**config.mk**
```make
export PLATFORM = sky130hd
export DESIGN_NAME = pin_change_detector
export DESIGN_NICKNAME = d
export VERILOG_FILES = /design/src/hw/pin_change_detector.v /design/src/hw/pin_sync.v /design/src/hw/edge_flag_group.v
export VERILOG_INCLUDE_DIRS = /design/src /design/src/hw
export SDC_FILE = /design/constraint.sdc
export NUM_CORES = 1
export LEC_CHECK = 0
export ABC_AREA = 0
export BUFFER_PORTS_ARGS = -buffer_cell sky130_fd_sc_hd__clkbuf_2
export CORE_MARGIN = 1.5
export CORE_UTILIZATION = 25
export DETAILED_ROUTE_END_ITERATION = 16
export PLACE_DENSITY = 0.39
export SLEW_MARGIN = 40
export SYNTH_ARGS = -nofsm -noshare
export SYNTH_HDL_FRONTEND = slang
export SYNTH_SLANG_ARGS = --single-unit
```
**constraint.sdc**
```tcl
create_clock -name SYS_CLK -period 2.8 [get_ports SYS_CLK]
set_input_delay 0.28 -clock SYS_CLK [delete_from_list [all_inputs] [get_ports SYS_CLK]]
set_output_delay 0.28 -clock SYS_CLK [all_outputs]
set_load 0.02 [all_outputs]
```
**src/hw/pin_change_map.vh**
```
// register offsets, field positions, reset values and timing counts of the pin-change block
`ifndef PIN_CHANGE_MAP_VH
`define PIN_CHANGE_MAP_VH

// ****************************************************************
// register byte offsets
// ****************************************************************
`define PC_OFF_RISE_A    12'h000
`define PC_OFF_FALL_A    12'h004
`define PC_OFF_FLAG_A    12'h008
`define PC_OFF_RISE_B    12'h00C
`define PC_OFF_FALL_B    12'h010
`define PC_OFF_FLAG_B    12'h014
`define PC_OFF_RISE_C    12'h018
`define PC_OFF_FALL_C    12'h01C
`define PC_OFF_FLAG_C    12'h020
`define PC_OFF_RISE_E    12'h024
`define PC_OFF_FALL_E    12'h028
`define PC_OFF_FLAG_E    12'h02C
`define PC_OFF_IRQ_EN    12'h030
`define PC_OFF_IRQ_FLAG  12'h034
`define PC_OFF_MOD_DIS   12'h038
`define PC_OFF_IRQ_STAT  12'h03C
`define PC_OFF_IRQ_MASK  12'h040

// ****************************************************************
// field positions
// ****************************************************************
`define PC_MASTER_EN_BIT  0
`define PC_SUMMARY_BIT    0
`define PC_MODULE_OFF_BIT 0
`define PC_GROUP_E_PIN    3
`define PC_EV_CHANGE_BIT  0
`define PC_EV_WAKE_BIT    1

// ****************************************************************
// reset values
// ****************************************************************
`define PC_RST_BYTE  8'h00
`define PC_RST_EV    2'h0
`define PC_RST_WORD  32'h0000_0000

`define PC_SYNC_STAGES 2

`endif

```
**src/hw/pin_change_detector.v**
```verilog
// pin-change interrupt block with AHB-Lite register slave
// Summary of operation
// - Change detection exists on all pins of groups a, b, c and on pin three of group e only.
// - Every pin is independently selectable as a change-interrupt source.
// - The change and wake requests are raised only with the master enable set, while detection runs whether or not it is set.
// - Each pin has a rising-edge detector gated by its rise enable bit.
// - Each pin has a falling-edge detector gated by its fall enable bit.
// - With both enables set a pin detects both polarities.
// - A detected enabled edge sets the pin flag and requests an interrupt if enabled.
// - The summary flag is the OR of all pin flags and is read-only.
// - Writing zero to a pin flag bit clears it.
// - An edge in the same cycle as a flag write leaves that flag set.
// - The wake request is the change interrupt or, with the master enable set, any enabled edge, and flags set on the same clock edge that raises the wake request.
// - Bit 0 of the module disable register turns the whole block off.
// - While off, the block is held in reset and, except for the module disable register, ignores writes and reads zero.
`timescale 1ns/1ps
`include "pin_change_map.vh"
module pin_change_detector #(
  parameter GROUP_WIDTH = 8
) (
  input  wire                   SYS_CLK,
  input  wire                   RST_N,
  input  wire [GROUP_WIDTH-1:0] PIN_GROUP_A,
  input  wire [GROUP_WIDTH-1:0] PIN_GROUP_B,
  input  wire [GROUP_WIDTH-1:0] PIN_GROUP_C,
  input  wire                   GROUP_E_PIN_THREE,
  input  wire                   HSEL,
  input  wire [31:0]            HADDR,
  input  wire [1:0]             HTRANS,
  input  wire                   HWRITE,
  input  wire [2:0]             HSIZE,
  input  wire [31:0]            HWDATA,
  input  wire                   HREADY,
  output reg  [31:0]            HRDATA,
  output reg                    HREADYOUT,
  output reg                    HRESP,
  output reg                    CHANGE_IRQ,
  output reg                    WAKE_REQ,
  output reg                    IRQ
);

  // ****************************************************************
  // bus address phase capture
  // ****************************************************************
  reg        wr_pend;
  reg        rd_pend;
  reg [11:0] addr_q;
  wire       take = HSEL & HREADY & HTRANS[1];

  always @(posedge SYS_CLK) begin
    if (!RST_N) begin
      wr_pend <= 1'b0;
      rd_pend <= 1'b0;
      addr_q  <= 12'h000;
    end else begin
      wr_pend <= take & HWRITE;
      rd_pend <= take & ~HWRITE;
      if (take)
        addr_q <= {HADDR[11:2], 2'b00};
    end
  end

  // ****************************************************************
  // module disable; held outside the block reset so it can be cleared
  // ****************************************************************
  reg  module_off;
  wire wr_en = wr_pend;

  always @(posedge SYS_CLK) begin
    if (!RST_N)
      module_off <= 1'b0;
    else if (wr_en && addr_q == `PC_OFF_MOD_DIS)
      module_off <= HWDATA[`PC_MODULE_OFF_BIT];
  end

  // ****************************************************************
  // block reset and write gate
  // ****************************************************************
  // block held in reset while disabled
  wire blk_rst_n = RST_N & ~module_off;
  wire blk_wr    = wr_en & ~module_off;

  // ****************************************************************
  // control registers
  // ****************************************************************
  reg [GROUP_WIDTH-1:0] rise_a;
  reg [GROUP_WIDTH-1:0] fall_a;
  reg [GROUP_WIDTH-1:0] rise_b;
  reg [GROUP_WIDTH-1:0] fall_b;
  reg [GROUP_WIDTH-1:0] rise_c;
  reg [GROUP_WIDTH-1:0] fall_c;
  reg                   rise_e;
  reg                   fall_e;
  reg                   master_en;
  reg [1:0]             ev_mask;
  reg [1:0]             next_ev_mask;

  always @(posedge SYS_CLK) begin
    if (!blk_rst_n) begin
      rise_a    <= `PC_RST_BYTE;
      fall_a    <= `PC_RST_BYTE;
      rise_b    <= `PC_RST_BYTE;
      fall_b    <= `PC_RST_BYTE;
      rise_c    <= `PC_RST_BYTE;
      fall_c    <= `PC_RST_BYTE;
      rise_e    <= 1'b0;
      fall_e    <= 1'b0;
      master_en <= 1'b0;
    end else if (blk_wr) begin
      case (addr_q)
        `PC_OFF_RISE_A: rise_a <= HWDATA[GROUP_WIDTH-1:0];
        `PC_OFF_FALL_A: fall_a <= HWDATA[GROUP_WIDTH-1:0];
        `PC_OFF_RISE_B: rise_b <= HWDATA[GROUP_WIDTH-1:0];
        `PC_OFF_FALL_B: fall_b <= HWDATA[GROUP_WIDTH-1:0];
        `PC_OFF_RISE_C: rise_c <= HWDATA[GROUP_WIDTH-1:0];
        `PC_OFF_FALL_C: fall_c <= HWDATA[GROUP_WIDTH-1:0];
        `PC_OFF_RISE_E: rise_e <= HWDATA[`PC_GROUP_E_PIN];
        `PC_OFF_FALL_E: fall_e <= HWDATA[`PC_GROUP_E_PIN];
        `PC_OFF_IRQ_EN: master_en <= HWDATA[`PC_MASTER_EN_BIT];
        default: ;
      endcase
    end
  end

  // ****************************************************************
  // event mask, next value shared with the irq output
  // ****************************************************************
  always @* begin
    next_ev_mask = ev_mask;
    if (blk_wr && addr_q == `PC_OFF_IRQ_MASK)
      next_ev_mask = HWDATA[1:0];
  end

  always @(posedge SYS_CLK) begin
    if (!blk_rst_n)
      ev_mask <= `PC_RST_EV;
    else
      ev_mask <= next_ev_mask;
  end

  // ****************************************************************
  // pin synchronisers and detectors
  // ****************************************************************
  wire [GROUP_WIDTH-1:0] sync_a;
  wire [GROUP_WIDTH-1:0] sync_b;
  wire [GROUP_WIDTH-1:0] sync_c;
  wire                   sync_e;
  wire [GROUP_WIDTH-1:0] flag_a;
  wire [GROUP_WIDTH-1:0] flag_b;
  wire [GROUP_WIDTH-1:0] flag_c;
  wire                   flag_e;
  wire                   edge_a;
  wire                   edge_b;
  wire                   edge_c;
  wire                   edge_e;

  pin_sync #(.WIDTH(3*GROUP_WIDTH+1)) u_sync (
    .clk   (SYS_CLK),
    .rst_n (blk_rst_n),
    .din   ({GROUP_E_PIN_THREE, PIN_GROUP_C, PIN_GROUP_B, PIN_GROUP_A}),
    .dout  ({sync_e, sync_c, sync_b, sync_a})
  );

  // ****************************************************************
  // per-group edge detectors and flags
  // ****************************************************************

  edge_flag_group #(.WIDTH(GROUP_WIDTH)) u_grp_a (
    .clk        (SYS_CLK),
    .rst_n      (blk_rst_n),
    .pins_sync  (sync_a),
    .rise_en    (rise_a),
    .fall_en    (fall_a),
    .flag_wr    (blk_wr && addr_q == `PC_OFF_FLAG_A),
    .flag_wdata (HWDATA[GROUP_WIDTH-1:0]),
    .flags      (flag_a),
    .any_edge   (edge_a)
  );

  edge_flag_group #(.WIDTH(GROUP_WIDTH)) u_grp_b (
    .clk        (SYS_CLK),
    .rst_n      (blk_rst_n),
    .pins_sync  (sync_b),
    .rise_en    (rise_b),
    .fall_en    (fall_b),
    .flag_wr    (blk_wr && addr_q == `PC_OFF_FLAG_B),
    .flag_wdata (HWDATA[GROUP_WIDTH-1:0]),
    .flags      (flag_b),
    .any_edge   (edge_b)
  );

  edge_flag_group #(.WIDTH(GROUP_WIDTH)) u_grp_c (
    .clk        (SYS_CLK),
    .rst_n      (blk_rst_n),
    .pins_sync  (sync_c),
    .rise_en    (rise_c),
    .fall_en    (fall_c),
    .flag_wr    (blk_wr && addr_q == `PC_OFF_FLAG_C),
    .flag_wdata (HWDATA[GROUP_WIDTH-1:0]),
    .flags      (flag_c),
    .any_edge   (edge_c)
  );

  edge_flag_group #(.WIDTH(1)) u_grp_e (
    .clk        (SYS_CLK),
    .rst_n      (blk_rst_n),
    .pins_sync  (sync_e),
    .rise_en    (rise_e),
    .fall_en    (fall_e),
    .flag_wr    (blk_wr && addr_q == `PC_OFF_FLAG_E),
    .flag_wdata (HWDATA[`PC_GROUP_E_PIN]),
    .flags      (flag_e),
    .any_edge   (edge_e)
  );

  // ****************************************************************
  // summary flag and any-edge
  // ****************************************************************
  wire summary = (|flag_a) | (|flag_b) | (|flag_c) | flag_e;
  wire any_hit = edge_a | edge_b | edge_c | edge_e;

  // ****************************************************************
  // event status and interrupt output
  // ****************************************************************
  reg  [1:0] ev_stat;
  wire       stat_wr      = blk_wr && addr_q == `PC_OFF_IRQ_STAT;
  wire [1:0] ev_set       = {any_hit & master_en, any_hit};
  wire [1:0] stat_clr     = stat_wr ? HWDATA[1:0] : 2'b00;
  // set wins over write-one-to-clear
  wire [1:0] next_ev_stat = (ev_stat & ~stat_clr) | ev_set;

  // irq follows the status and mask values loaded at this edge
  always @(posedge SYS_CLK) begin
    if (!blk_rst_n) begin
      ev_stat <= `PC_RST_EV;
      IRQ     <= 1'b0;
    end else begin
      ev_stat <= next_ev_stat;
      IRQ     <= |(next_ev_stat & next_ev_mask);
    end
  end

  // ****************************************************************
  // change request and wake outputs
  // ****************************************************************
  always @(posedge SYS_CLK) begin
    if (!blk_rst_n) begin
      CHANGE_IRQ <= 1'b0;
      WAKE_REQ   <= 1'b0;
    end else begin
      CHANGE_IRQ <= master_en & summary;
      WAKE_REQ   <= master_en & (summary | any_hit);
    end
  end

  // ****************************************************************
  // read data and bus response
  // ****************************************************************
  reg [31:0] next_rdata;

  always @* begin
    next_rdata = `PC_RST_WORD;
    case (addr_q)
      `PC_OFF_RISE_A:   next_rdata[GROUP_WIDTH-1:0] = rise_a;
      `PC_OFF_FALL_A:   next_rdata[GROUP_WIDTH-1:0] = fall_a;
      `PC_OFF_FLAG_A:   next_rdata[GROUP_WIDTH-1:0] = flag_a;
      `PC_OFF_RISE_B:   next_rdata[GROUP_WIDTH-1:0] = rise_b;
      `PC_OFF_FALL_B:   next_rdata[GROUP_WIDTH-1:0] = fall_b;
      `PC_OFF_FLAG_B:   next_rdata[GROUP_WIDTH-1:0] = flag_b;
      `PC_OFF_RISE_C:   next_rdata[GROUP_WIDTH-1:0] = rise_c;
      `PC_OFF_FALL_C:   next_rdata[GROUP_WIDTH-1:0] = fall_c;
      `PC_OFF_FLAG_C:   next_rdata[GROUP_WIDTH-1:0] = flag_c;
      `PC_OFF_RISE_E:   next_rdata[`PC_GROUP_E_PIN] = rise_e;
      `PC_OFF_FALL_E:   next_rdata[`PC_GROUP_E_PIN] = fall_e;
      `PC_OFF_FLAG_E:   next_rdata[`PC_GROUP_E_PIN] = flag_e;
      `PC_OFF_IRQ_EN:   next_rdata[`PC_MASTER_EN_BIT] = master_en;
      `PC_OFF_IRQ_FLAG: next_rdata[`PC_SUMMARY_BIT] = summary;
      `PC_OFF_IRQ_STAT: next_rdata[1:0] = ev_stat;
      `PC_OFF_IRQ_MASK: next_rdata[1:0] = ev_mask;
      default:          next_rdata = `PC_RST_WORD;
    endcase
    if (module_off)
      next_rdata = `PC_RST_WORD;
    if (addr_q == `PC_OFF_MOD_DIS)
      next_rdata[`PC_MODULE_OFF_BIT] = module_off;
  end

  // ****************************************************************
  // bus response
  // ****************************************************************
  // two-cycle answer: address captured, then data presented
  always @(posedge SYS_CLK) begin
    if (!RST_N) begin
      HRDATA    <= `PC_RST_WORD;
      HREADYOUT <= 1'b1;
      HRESP     <= 1'b0;
    end else begin
      HRESP <= 1'b0;
      if (take) begin
        HREADYOUT <= 1'b0;
      end else if (rd_pend) begin
        HRDATA    <= next_rdata;
        HREADYOUT <= 1'b1;
      end else begin
        HREADYOUT <= 1'b1;
      end
    end
  end
endmodule // pin_change_detector

```
**src/hw/pin_sync.v**
```verilog
// two-flop synchroniser for a vector of pins
`timescale 1ns/1ps
module pin_sync #(
  parameter WIDTH = 8
) (
  input  wire             clk,
  input  wire             rst_n,
  input  wire [WIDTH-1:0] din,
  output reg  [WIDTH-1:0] dout
);
  reg [WIDTH-1:0] meta;

  always @(posedge clk) begin
    if (!rst_n) begin
      meta <= {WIDTH{1'b0}};
      dout <= {WIDTH{1'b0}};
    end else begin
      meta <= din;
      dout <= meta;
    end
  end
endmodule // pin_sync

```
**src/hw/edge_flag_group.v**
```verilog
// per-pin edge detection and flag register for one group of pins
`timescale 1ns/1ps
module edge_flag_group #(
  parameter WIDTH = 8
) (
  input  wire             clk,
  input  wire             rst_n,
  input  wire [WIDTH-1:0] pins_sync,
  input  wire [WIDTH-1:0] rise_en,
  input  wire [WIDTH-1:0] fall_en,
  input  wire             flag_wr,
  input  wire [WIDTH-1:0] flag_wdata,
  output reg  [WIDTH-1:0] flags,
  output wire             any_edge
);
  reg  [WIDTH-1:0] prev;
  wire [WIDTH-1:0] hit;

  // compare current sample with previous one
  assign hit = (pins_sync & ~prev & rise_en)
             | (~pins_sync & prev & fall_en);
  assign any_edge = |hit;

  always @(posedge clk) begin
    if (!rst_n) begin
      prev  <= {WIDTH{1'b0}};
      flags <= {WIDTH{1'b0}};
    end else begin
      prev <= pins_sync;
      if (flag_wr)
        flags <= flag_wdata | hit;
      else
        flags <= flags | hit;
    end
  end
endmodule // edge_flag_group

```
; Word-level counts from Yosys, hierarchy flattened
; Cells that the tools add are included.
[word_totals]
reg_bits = 204
inputBits = 99
wordCells = 144
[op_classes]
n_eq_ne = 16
muxes = 14
n_bitwise = 59
n_reduce_logical = 25
[op_table]
columns = operator, count
row1 = $and A8 B8 Y8, 12
row2 = $eq A10 B4 Y1 const B, 8
row3 = $or A8 B8 Y8, 9
row4 = $not A8 Y8, 6
row5 = $reduce_or A8 Y1, 6
row6 = $eq A10 B3 Y1 const B, 4
row7 = $pmux W4 S9, 1
row8 = $mux W8, 4
row9 = $eq A10 B2 Y1 const B, 2
row10 = $reduce_and A2 Y1, 10
row11 = $and A1 B1 Y1, 13
row12 = $pmux W1 S13, 1
row13 = $logic_not A12 Y1, 1
row14 = $pmux W1 S12, 1
row15 = $pmux W1 S11, 1
row16 = $eq A10 B1 Y1 const B, 1
row17 = $eq A10 B5 Y1 const B, 1
row18 = $or A1 B1 Y1, 10
row19 = $pmux W1 S9, 1
row20 = $logic_and A1 B1 Y1, 7
row21 = $not A1 Y1, 5
row22 = $and A2 B2 Y2, 2
row23 = $mux W2, 2
row24 = $mux W1, 3
row25 = other kinds (3), 3

; Logic depth before layout (Yosys ltp)
; Gate-level depths: netlist (run 1).
[depth]
word_depth = 12
mapped_depth = 9
mapped_depth_nobuf = 6

; By module
; From an unflattened synthesis (run 1), not the netlist that was laid out.
[hier_totals]
hier_cells = 796
area_unflattened_um2 = 7756.2
[modules_own_cells]
columns = module, n_inst, cells_each, area_each_um2, seq_area_each_um2
row1 = pin_change_detector, 1, 475, 4137.7, 1601.5
row2 = edge_flag_group (u_grp_a ...), 3, 69, 710.7, 320.3
row3 = pin_sync, 1, 105, 1388.8, 1001.0
row4 = edge_flag_group (u_grp_e), 1, 9, 97.6, 40.0

; Worst setup path after synthesis (run 1)
; Ideal clock, no wire load.
[synth_timing]
path_type = register to register
start = register addr_q[6]
end = register IRQ
setup_time_ps = 132
arrival_ps = 1746
path_slack_ps = 922
stages_incl_launch_ff = 7
path_buffers = 0
period_less_slack_ps = 1878
path_cell_list = dfxtp_1 -> nor4_4 -> nand3_4 -> nor3_4 -> nand3_2 -> a2111oi_4 -> o32ai_1
[synth_between]
elab_chain_len = 8
[synth_rtl]
columns = item, line_no
row1 = from (decl), pin_change_detector.v:47  ; reg [11:0] addr_q;
row2 = from (signal assigned), pin_change_detector.v:59  ; addr_q <= {HADDR[11:2], 2'b00};
row3 = $eq A10 B4 Y1, -
row4 = $logic_and A1 B1 Y1 (no line), -
row5 = $mux W2, pin_change_detector.v:228  ; wire [1:0] stat_clr = stat_wr ? HWDATA[1:0] : 2'b00;
row6 = $not A2 Y2, pin_change_detector.v:230  ; wire [1:0] next_ev_stat = (ev_stat & ~stat_clr) | ev_set;
row7 = $and A2 B2 Y2, pin_change_detector.v:230
row8 = $or A2 B2 Y2, pin_change_detector.v:230
row9 = $and A2 B2 Y2 *, pin_change_detector.v:239  ; IRQ <= |(next_ev_stat & next_ev_mask);
row10 = $reduce_or A2 Y1 *, pin_change_detector.v:239
row11 = to (signal assigned), pin_change_detector.v:239
row12 = to (decl), pin_change_detector.v:39  ; output reg IRQ
; Every way passes the cells marked *; elsewhere a longest branch is shown, timed or not.
; A chain may end at the register's enable or synchronous reset.

; Final worst setup path (run 1)
; Ends and elaborated chain as after synthesis.

==> flow_summary.toml, run 1 <==
[outcome]
status = "finished, final reports clean"

[placement]
place_ws_ns = 0.590
gp_congestion = 0.781
placed_area_um2 = 8210
numPortBuffers = 60
hpwl_um = 15800

[drt]
vias = 5675
dr.pass1.iters = 5
routedWlPerCell_um = 18.3
post-route-drc-count = 0
drt-total-wl_um = 22500
drtIter0Drc = 344
viasPerCell = 4.61
ant_nets = 0

[timing]
timing.hold.ws_ns = 0.0366
fin_skew_ns = 0.00673
fin_crit_sh = 0.804
post-route-min-period_ns = 2.25
layout_setup_ws_ns = 0.548
setup_tns_ns = 0
setup_viol = 0
tightest_slew_ns = 0.651
hold_viol = 0
timing.fmax_mhz = 444
drv_slew = 0
slew_headroom = 0.561
rsz0062_at_grt = "false"

[floorplanning]
num_rows = 63
start_util = 0.254
die_w_um = 177
core-area_um2 = 29600
die_y_um = 177
ios = 136
fp.dieArea_um2 = 31200

[setup_path]
rrSetupSlack_ns = 0.55
r2r_end = "IRQ"
crit_type = "flip-flop to flip-flop"
reg2reg_depth = 6
critical_path_required_ns = 3.11
path_cells = "nor4_4 -> nand3_4 -> nor3_4 -> nand3_2 -> a2111oi_4 -> o32ai_1"
worst-path-max-fanout = 8
crit_arrival_ns = 2.56
reg2reg_from = "addr_q[6]"
max_stage_delay_ns = 0.61
startpoint_type = "flip-flop"
cpLargestDelayFamily = "simple AND/OR/NAND/NOR gates"
critPathSlowestCell = "nor4_4"
end_kind = "flip-flop"
path_buf_inv = 0

[power]
p_leak_nw = 3.79
max-vdd-ir-drop_mv = 0.385
power_mw = 5.31
power.density_nw_per_um2 = 604

[logic_synthesis]
ys_ff_latch = 180
synth_most_common_cell = "dfxtp_1"
yosysSeqAreaShare = 0.478
ys_warn_count = 0
ys_types = 50
synth_edf_count = 0
synthTopCellsByCount = "dfxtp_1 (180), and2_1 (78), nand2_1 (76), mux2i_1 (73), nor2_1 (69)"
yosys_most_used_dff = "dfxtp_1"
synth_area_per_cell_um2 = 9.73
syn_area_um2 = 7530
synth_top_area_cell = "dfxtp_1"
synth.top_cell.area_share = 0.478
netlist_top_cells_area = "dfxtp_1 (48%), mux2i_1 (9.7%), and2_1 (6.5%), nand3b_1 (4.7%), nand2_1 (3.8%)"
syn_inst = 774
async_reset_ff_frac = 0

[global_route]
gr-usage-all-layers = 0.149
antenna_found_initial = 0
grt.overflow.total = 0
first_global_vias = 5333
grt_pass1_wl_um = 34100
grt_max_degree = 66

[cells_and_area]
multi_input_area_um2 = 3650
nNetsFinal = 926
reg_top3 = "u_sync.dout (25), u_sync.meta (25), addr_q (10)"
fillers = 3206
finish.instance_area_um2 = 8790
area_growth_pct = 16.7
seqCellArea_um2 = 3600
drive_gt1_frac = 0.169
insertedDiodeCount = 0

[cts]
cts_tree = "yes"
htreeDepth = 4
cts_setup_buffers = 0
clk_path_buf_depth = 2
clock-sinks = 180
cts_root_buffer = "clkbuf_16"
path_clk_slew_ns = 0.07
clock_latency_ns = 0.44
cts_made_buffers = 17

[run]
drv_cap = 0

[worst_hold_path]
hold_depth = 2
hold_end = "u_sync.meta[12]"
hold_start = "PIN_GROUP_B[4]"
min_path_type = "input pin to flip-flop"
==> worst max path at each step <==
stage,start,end,cells after the start
6_report,addr_q[6],IRQ,6
5_1_grt,addr_q[6],IRQ,6
4_1_cts,addr_q[6],IRQ,6
3_5_place_dp,addr_q[11],u_grp_b.flags[0],5
3_3_place_gp,addr_q[6],IRQ,6
2_1_floorplan,addr_q[6],IRQ,6
==> placed cells by master (no fill, tap or decap), types with 2 or more instances in the layout <==
cell type   netlist  final
nand2_2           2      2
nand2_1          76     76
buf_4            26     15
mux2_2            4      4
clkbuf_16         0     17
a21boi_0         11     11
o21ai_0          10     10
nor3_1            6      6
nor4_1           13     13
a32oi_1           2      2
conb_1            1     25
mux4_2           10     10
clkbuf_2          0     60
clkinvlp_4        0      4
nand3_2           5      5
and3_1            5      5
dfxtp_1         180    180
a211oi_1          4      4
a22oi_1           5      5
buf_12            0      2
a22o_1            9      9
mux2i_1          73     73
nor2_1           69     69
inv_1             3      3
nand4_1           6      6
nand3b_1         47     47
a21oi_1          18     18
inv_6             0      5
a31oi_1          26     26
nor2b_1           3      2
and2_1           78     78
nand3_1          17     17
nand3_4           2      2
nor3_4            2      2
==> metrics by stage <==
| stage | utilization | cells |
|---|---|---|
| after detailed placement | 0.277 | 1197 |
| after CTS | 0.297 | 1230 |
| after global placement | 0.277 | 1197 |
| final | 0.297 | 1230 |
| after floorplan | - | 798 |
| after global routing | 0.297 | 1230 |
==> layer usage <==
layer | GRT usage | wire (µm)
met1 | 0.217 | 11600
met2 | 0.223 | 9750
met3 | 0.0230 | 920
met4 | 0.0484 | 316
met5 | 0 | 0
==> final cells by class <==
cell class / instances / share of cell area
timing repair buffer: 78 / 0.0526
clock inverter: 14 / 0.0165
inverter: 3 / 0.00128
tap: 390 / 0.0555
multi-input combinational: 547 / 0.415
sequential: 180 / 0.410
clock buffer: 18 / 0.0488
==> repair_timing <==
action,CTS,global route
hold buffers,1,0
resized for setup,0,0
endpoints found under the hold margin,1,0
==> cell families after synthesis <==
group | Yosys count | share of synthesized area
AND/OR/NAND/NOR | 342 | 0.254
flip-flops | 180 | 0.478
AO/OA/AOI/OAI | 93 | 0.0847
multiplexers | 87 | 0.133
buffers and inverters | 71 | 0.0498
other | 1 | 0.000498
==> report_power, final <==
part,internal (mW),switching [mW],leakage (nW),total (mW)
Clock,1.25,1.13,0.269,2.38
Combinational,0.103,0.189,2.06,0.292
Sequential,2.61,0.0315,1.46,2.64
Total,3.97,1.35,3.79,5.31
No activity file was read; power rests on OpenSTA's default activity.
==> run 2: changes to the inputs <==
clock period = 2.35 ns   (was 2.8 ns; I/O delays follow)
==> run 2 against run 1 <==
  * Final cell count rose by 2.6%
  * Wire length rose by 0.42%
  * Critical endpoint is now HRDATA[7]
  * Die area did not move
  * Largest power group unchanged
  * Sequential share of layout area fell by 1.5 points
  * Highest routed layer unchanged
  * Non-clock buffer count rose by 32
  * Clock skew rose by 0.0033 ns
  * Critical path type unchanged
  * Clock-buffer cell count rose by 1
  * Maximum frequency rose by 1.0%
==> flow_summary.toml, run 2 (synthesized netlist as in run 1, its figures left out) <==
[outcome]
status = "finished, final reports clean"

[cells_and_area]
reg_top3 = "u_sync.dout (25), u_sync.meta (25), addr_q (10)"
drive_gt1_frac = 0.172
insertedDiodeCount = 0
fillers = 3187
multi_input_area_um2 = 3650
nNetsFinal = 958
final_common_cell = "dfxtp_1"
finalNonFillerCells = 1262
area_growth_pct = 21.0
most-common-layout-cells = "dfxtp_1 (180), and2_1 (78), nand2_1 (76), mux2i_1 (73), nor2_1 (69)"
seqCellArea_um2 = 3600

[cts]
clock-sinks = 180
cts_made_buffers = 17
clk_path_buf_depth = 2
cts_tree = "yes"
cts_setup_buffers = 0
holdBufCountCts = 25
cts_resized = 0
path_clk_slew_ns = 0.07
clock_latency_ns = 0.44
htreeDepth = 4
cts_root_buffer = "clkbuf_16"

[timing]
hold_viol = 0
rsz0062_at_grt = "false"
setup_viol = 0
fin_skew_ns = 0.0101
setup_tns_ns = 0
timing.hold.ws_ns = 0.0106
drv_slew = 0
post-route-min-period_ns = 2.23
tightest_slew_ns = 0.690
timing.fmax_mhz = 449
fin_crit_sh = 0.948
slew_headroom = 0.536

[setup_path]
path_cells = "buf_4 -> mux4_2 -> a22o_1 -> a211oi_1 -> o21ai_0"
end_kind = "flip-flop"
cpLargestDelayFamily = "compound AO/OA/AOI/OAI gates"
startpoint_type = "flip-flop"
r2r_end = "HRDATA[7]"
max_stage_delay_ns = 0.55
rrSetupSlack_ns = 0.12
reg2reg_depth = 5
critical_path_required_ns = 2.65
critPathSlowestCell = "mux4_2"
reg2reg_from = "addr_q[3]"
crit_type = "flip-flop to flip-flop"
worst-path-max-fanout = 9
crit_arrival_ns = 2.53
path_buf_inv = 1

[floorplanning]
ios = 136
die_w_um = 177
start_util = 0.254
num_rows = 63
fp.dieArea_um2 = 31200
core-area_um2 = 29600
die_y_um = 177

[global_route]
grt_max_degree = 68
antenna_found_initial = 0
grt.overflow.total = 0
gr-usage-all-layers = 0.149
grt_pass1_wl_um = 34200
first_global_vias = 5446

[worst_hold_path]
hold_depth = 2
hold_start = "PIN_GROUP_A[0]"
min_path_type = "input pin to flip-flop"
hold_end = "u_sync.meta[0]"

[drt]
dr.pass1.iters = 5
ant_nets = 0
vias = 5750
post-route-drc-count = 0
routedWlPerCell_um = 17.9
viasPerCell = 4.56
drtIter0Drc = 316
drt-total-wl_um = 22600

[power]
p_leak_nw = 3.95
power_mw = 6.53
power.density_nw_per_um2 = 716
max-vdd-ir-drop_mv = 0.472

[placement]
hpwl_um = 15900
dp_cells = 1205
gp_congestion = 0.811
numPortBuffers = 60

[run]
drv_cap = 0
## run 2: changes by cell type in the layout (fill, tap and decap cells not counted)
cell / delta
buf_4: +9
clkinv_2: -1
buf_12: -1
inv_6: -2
clkinvlp_4: -1
dlygate4sd3_1: +24
bufinv_16: +1
clkbuf_8: +1
inv_8: +2
## run 2: worst max path at each step
| stage | from | to | slack, ns | depth (start not counted) |
|---|---|---|---|---|
| 5_1_grt | addr_q[7] | fall_a[5] | 0.02 | 7 |
| 2_1_floorplan | addr_q[6] | IRQ | 0.47 | 6 |
| 4_1_cts | addr_q[6] | u_grp_a.flags[1] | 0.16 | 6 |
| 3_3_place_gp | addr_q[6] | u_grp_a.flags[7] | 0.20 | 6 |
| 6_report | addr_q[3] | HRDATA[7] | 0.12 | 5 |
| 3_5_place_dp | addr_q[6] | fall_a[3] | 0.18 | 7 |
## run 2: stage by stage
step                setup slack, ns  utilization  area [µm²]
floorplan                     0.472            -        7620
global placement              0.200        0.279        8260
detailed placement            0.182        0.279        8260
CTS                           0.163        0.308        9120
global route                 0.0195        0.308        9120
finish                        0.121        0.308        9120
## run 2: power breakdown
part           total (mW)  leakage (nW)  switching, mW  internal, mW
Sequential           3.14          1.46         0.0351          3.11
Combinational       0.383          2.20          0.233         0.151
Clock                3.00         0.289           1.36          1.64
Total                6.53          3.95           1.63          4.90
## run 2: worst reg2reg max path, stage by stage (launching register included)
cell and delay [ns]:
dfxtp_1 0.52, buf_4 0.29, mux4_2 0.55, a22o_1 0.19
a211oi_1 0.42, o21ai_0 0.13
## run 2: layout make-up
class,count,area share
timing repair buffer,110,0.0823
clock buffer,19,0.0486
sequential,180,0.395
clock inverter,13,0.0184
multi-input combinational,547,0.401
tap,390,0.0535
inverter,3,0.00124
## run 2: routing by layer
layer	vias up	global-route usage	share of wire
met2	109	0.228	0.44
met1	2797	0.217	0.53
li1	2830	-	-
met5	-	0	0
met4	0	0.0392	0.0097
met3	14	0.0220	0.025
==> run 3: changes to the inputs <==
CAP_MARGIN = 20   (was default)
CORE_UTILIZATION = 45   (was 25)
PLACE_DENSITY = 0.66   (was 0.39)
clock period = 2 ns   (was 2.35 ns; I/O delays follow)
==> run 3 against run 2 <==
  * Sequential power rose by 18%
  * Clock power rose by 19%
  * Sequential share of layout area down 0.40 points
  * Maximum frequency grew 14%
  * Cell area increased by 1.2%
  * Largest cell class unchanged
  * Die area decreased by 44%
  * Non-clock buffer count is 26 higher
  * Wire length shrank 15%
  * Highest routed layer unchanged
==> flow_summary.toml, run 3 (synthesized netlist as in run 1, its figures left out) <==
[outcome]
status = "finished, final reports clean"

[setup_path]
critical_path_required_ns = 2.31
path_buf_inv = 1
cpLargestDelayFamily = "simple AND/OR/NAND/NOR gates"
crit_arrival_ns = 2.26
path_cells = "or4_4 -> nor3_4 -> nand3_4 -> buf_4 -> mux2i_1 -> a31oi_1"
crit_type = "flip-flop to flip-flop"
end_kind = "flip-flop"
worst-path-max-fanout = 7
max_stage_delay_ns = 0.57
startpoint_type = "flip-flop"
critPathSlowestCell = "or4_4"

[floorplanning]
start_util = 0.457
die_y_um = 132
ios = 136
die_w_um = 132
core-area_um2 = 16500
num_rows = 47
fp.dieArea_um2 = 17500

[cts]
cts_made_buffers = 17
htreeDepth = 4
path_clk_slew_ns = 0.07
cts_root_buffer = "clkbuf_16"
clk_path_buf_depth = 2
clock_latency_ns = 0.43
clock-sinks = 180
cts_tree = "yes"

[cells_and_area]
nNetsFinal = 984
most-common-layout-cells = "dfxtp_1 (176), and2_1 (77), nand2_1 (76), mux2i_1 (73), nor2_1 (69)"
drive_gt1_frac = 0.202
area_growth_pct = 22.5
finalNonFillerCells = 1118
fillers = 1466
utilization = 0.561
insertedDiodeCount = 0
final_common_cell = "dfxtp_1"
multi_input_area_um2 = 3710
reg_top3 = "u_sync.dout (25), u_sync.meta (25), addr_q (10)"
seqCellArea_um2 = 3610

[drt]
routedWlPerCell_um = 17.2
drt-total-wl_um = 19200
ant_nets = 0
dr.pass1.iters = 5
post-route-drc-count = 0
vias = 5874
drtIter0Drc = 577
viasPerCell = 5.25

[timing]
timing.fmax_mhz = 512
setup_viol = 0
rsz0062_at_grt = "true"
timing.hold.ws_ns = 0.0139
drv_slew = 0
tightest_slew_ns = 0.577
fin_skew_ns = 0.00872
fin_crit_sh = 0.976
hold_viol = 0
setup_tns_ns = 0
post-route-min-period_ns = 1.95
slew_headroom = 0.611
layout_setup_ws_ns = 0.0480

[power]
clkPwrFrac = 0.461
combPwrFrac = 0.061
p_leak_nw = 4.10
pwr-share-seq = 0.479
swShare = 0.235
p_sw_mw = 1.81
max-vdd-ir-drop_mv = 0.710
cell_internal_pwr_mw = 5.91
power.density_nw_per_um2 = 837

[global_route]
grt_pass1_wl_um = 30200
grt_max_degree = 53
gr-usage-all-layers = 0.224
first_global_vias = 5542
grt.overflow.total = 0
antenna_found_initial = 0

[placement]
dp_cells = 1044
hpwl_um = 13300
gp_congestion = 0.937
place_ws_ns = 0.0285
numPortBuffers = 60

[run]
drv_cap = 0

[worst_hold_path]
min_path_type = "input pin to flip-flop"
run 3: cell count changes in the layout (fill, tap and decap cells not counted), sizes merged:
| cell | delta |
|---|---|
| buf | +16 |
| dlygate4sd3 | +9 |
| clkinvlp | -2 |
| bufinv | +1 |
| clkbuf | +1 |
| clkinv | +1 |
run 3: area by class of cell:
type	instances	area share
clock buffers	19	0.0480
clock inverters	13	0.0207
inverters	3	0.00122
multi-input cells	547	0.402
flip-flops and latches	180	0.391
well taps	220	0.0298
repair buffers	136	0.107
run 3: worst min-delay path, cell delays in order:
cell and delay [ns]:
clkbuf_2 0.08, nand2_1 0.04, a21boi_0 0.06
run 3: what timing repair did:
action                                 in CTS  in global routing
setup buffers                               0                  8
resized for setup                           0                 18
gates cloned                                0                  0
endpoints found under the hold margin      34                  0
hold buffers                               34                  0
setup endpoints to repair                   5                 51
pin swaps                                   1                  9
run 3: stage by stage:
stage          total power [mW]  area [µm²]
6_report                   7.72        9230
5_1_grt                    8.00        9230
4_1_cts                    7.76        9100
3_5_place_dp               4.18        8120
3_3_place_gp               4.17        8120
2_1_floorplan              4.06        7620
run 3: power by group through the flow:
stage	Sequential [mW]	Combinational (mW)	Clock (mW)
detailed placement	3.78	0.398	0
global placement	3.78	0.397	0
finish	3.70	0.467	3.56
CTS	3.70	0.452	3.61
global route	3.70	0.504	3.79
floorplan	3.76	0.303	0
run 3: layer usage:
layer / track usage / vias to the layer above / part of all wire
li1: - / 2890 / -
met2: 0.352 / 177 / 0.45
met3: 0.0573 / 26 / 0.062
met5: 0 / - / 0
met4: 0.0708 / 0 / 0.020
met1: 0.305 / 2781 / 0.47
run 3: final timing paths:
check                        from               end  slack [ns]  cells past startpoint
setup / recovery        addr_q[6]  u_grp_c.flags[1]        0.05                      6
hold / removal           HADDR[5]         addr_q[5]        0.01                      3
setup reg to reg        addr_q[6]  u_grp_c.flags[1]        0.05                      6
hold reg to reg   u_sync.meta[12]   u_sync.dout[12]        0.43                      1
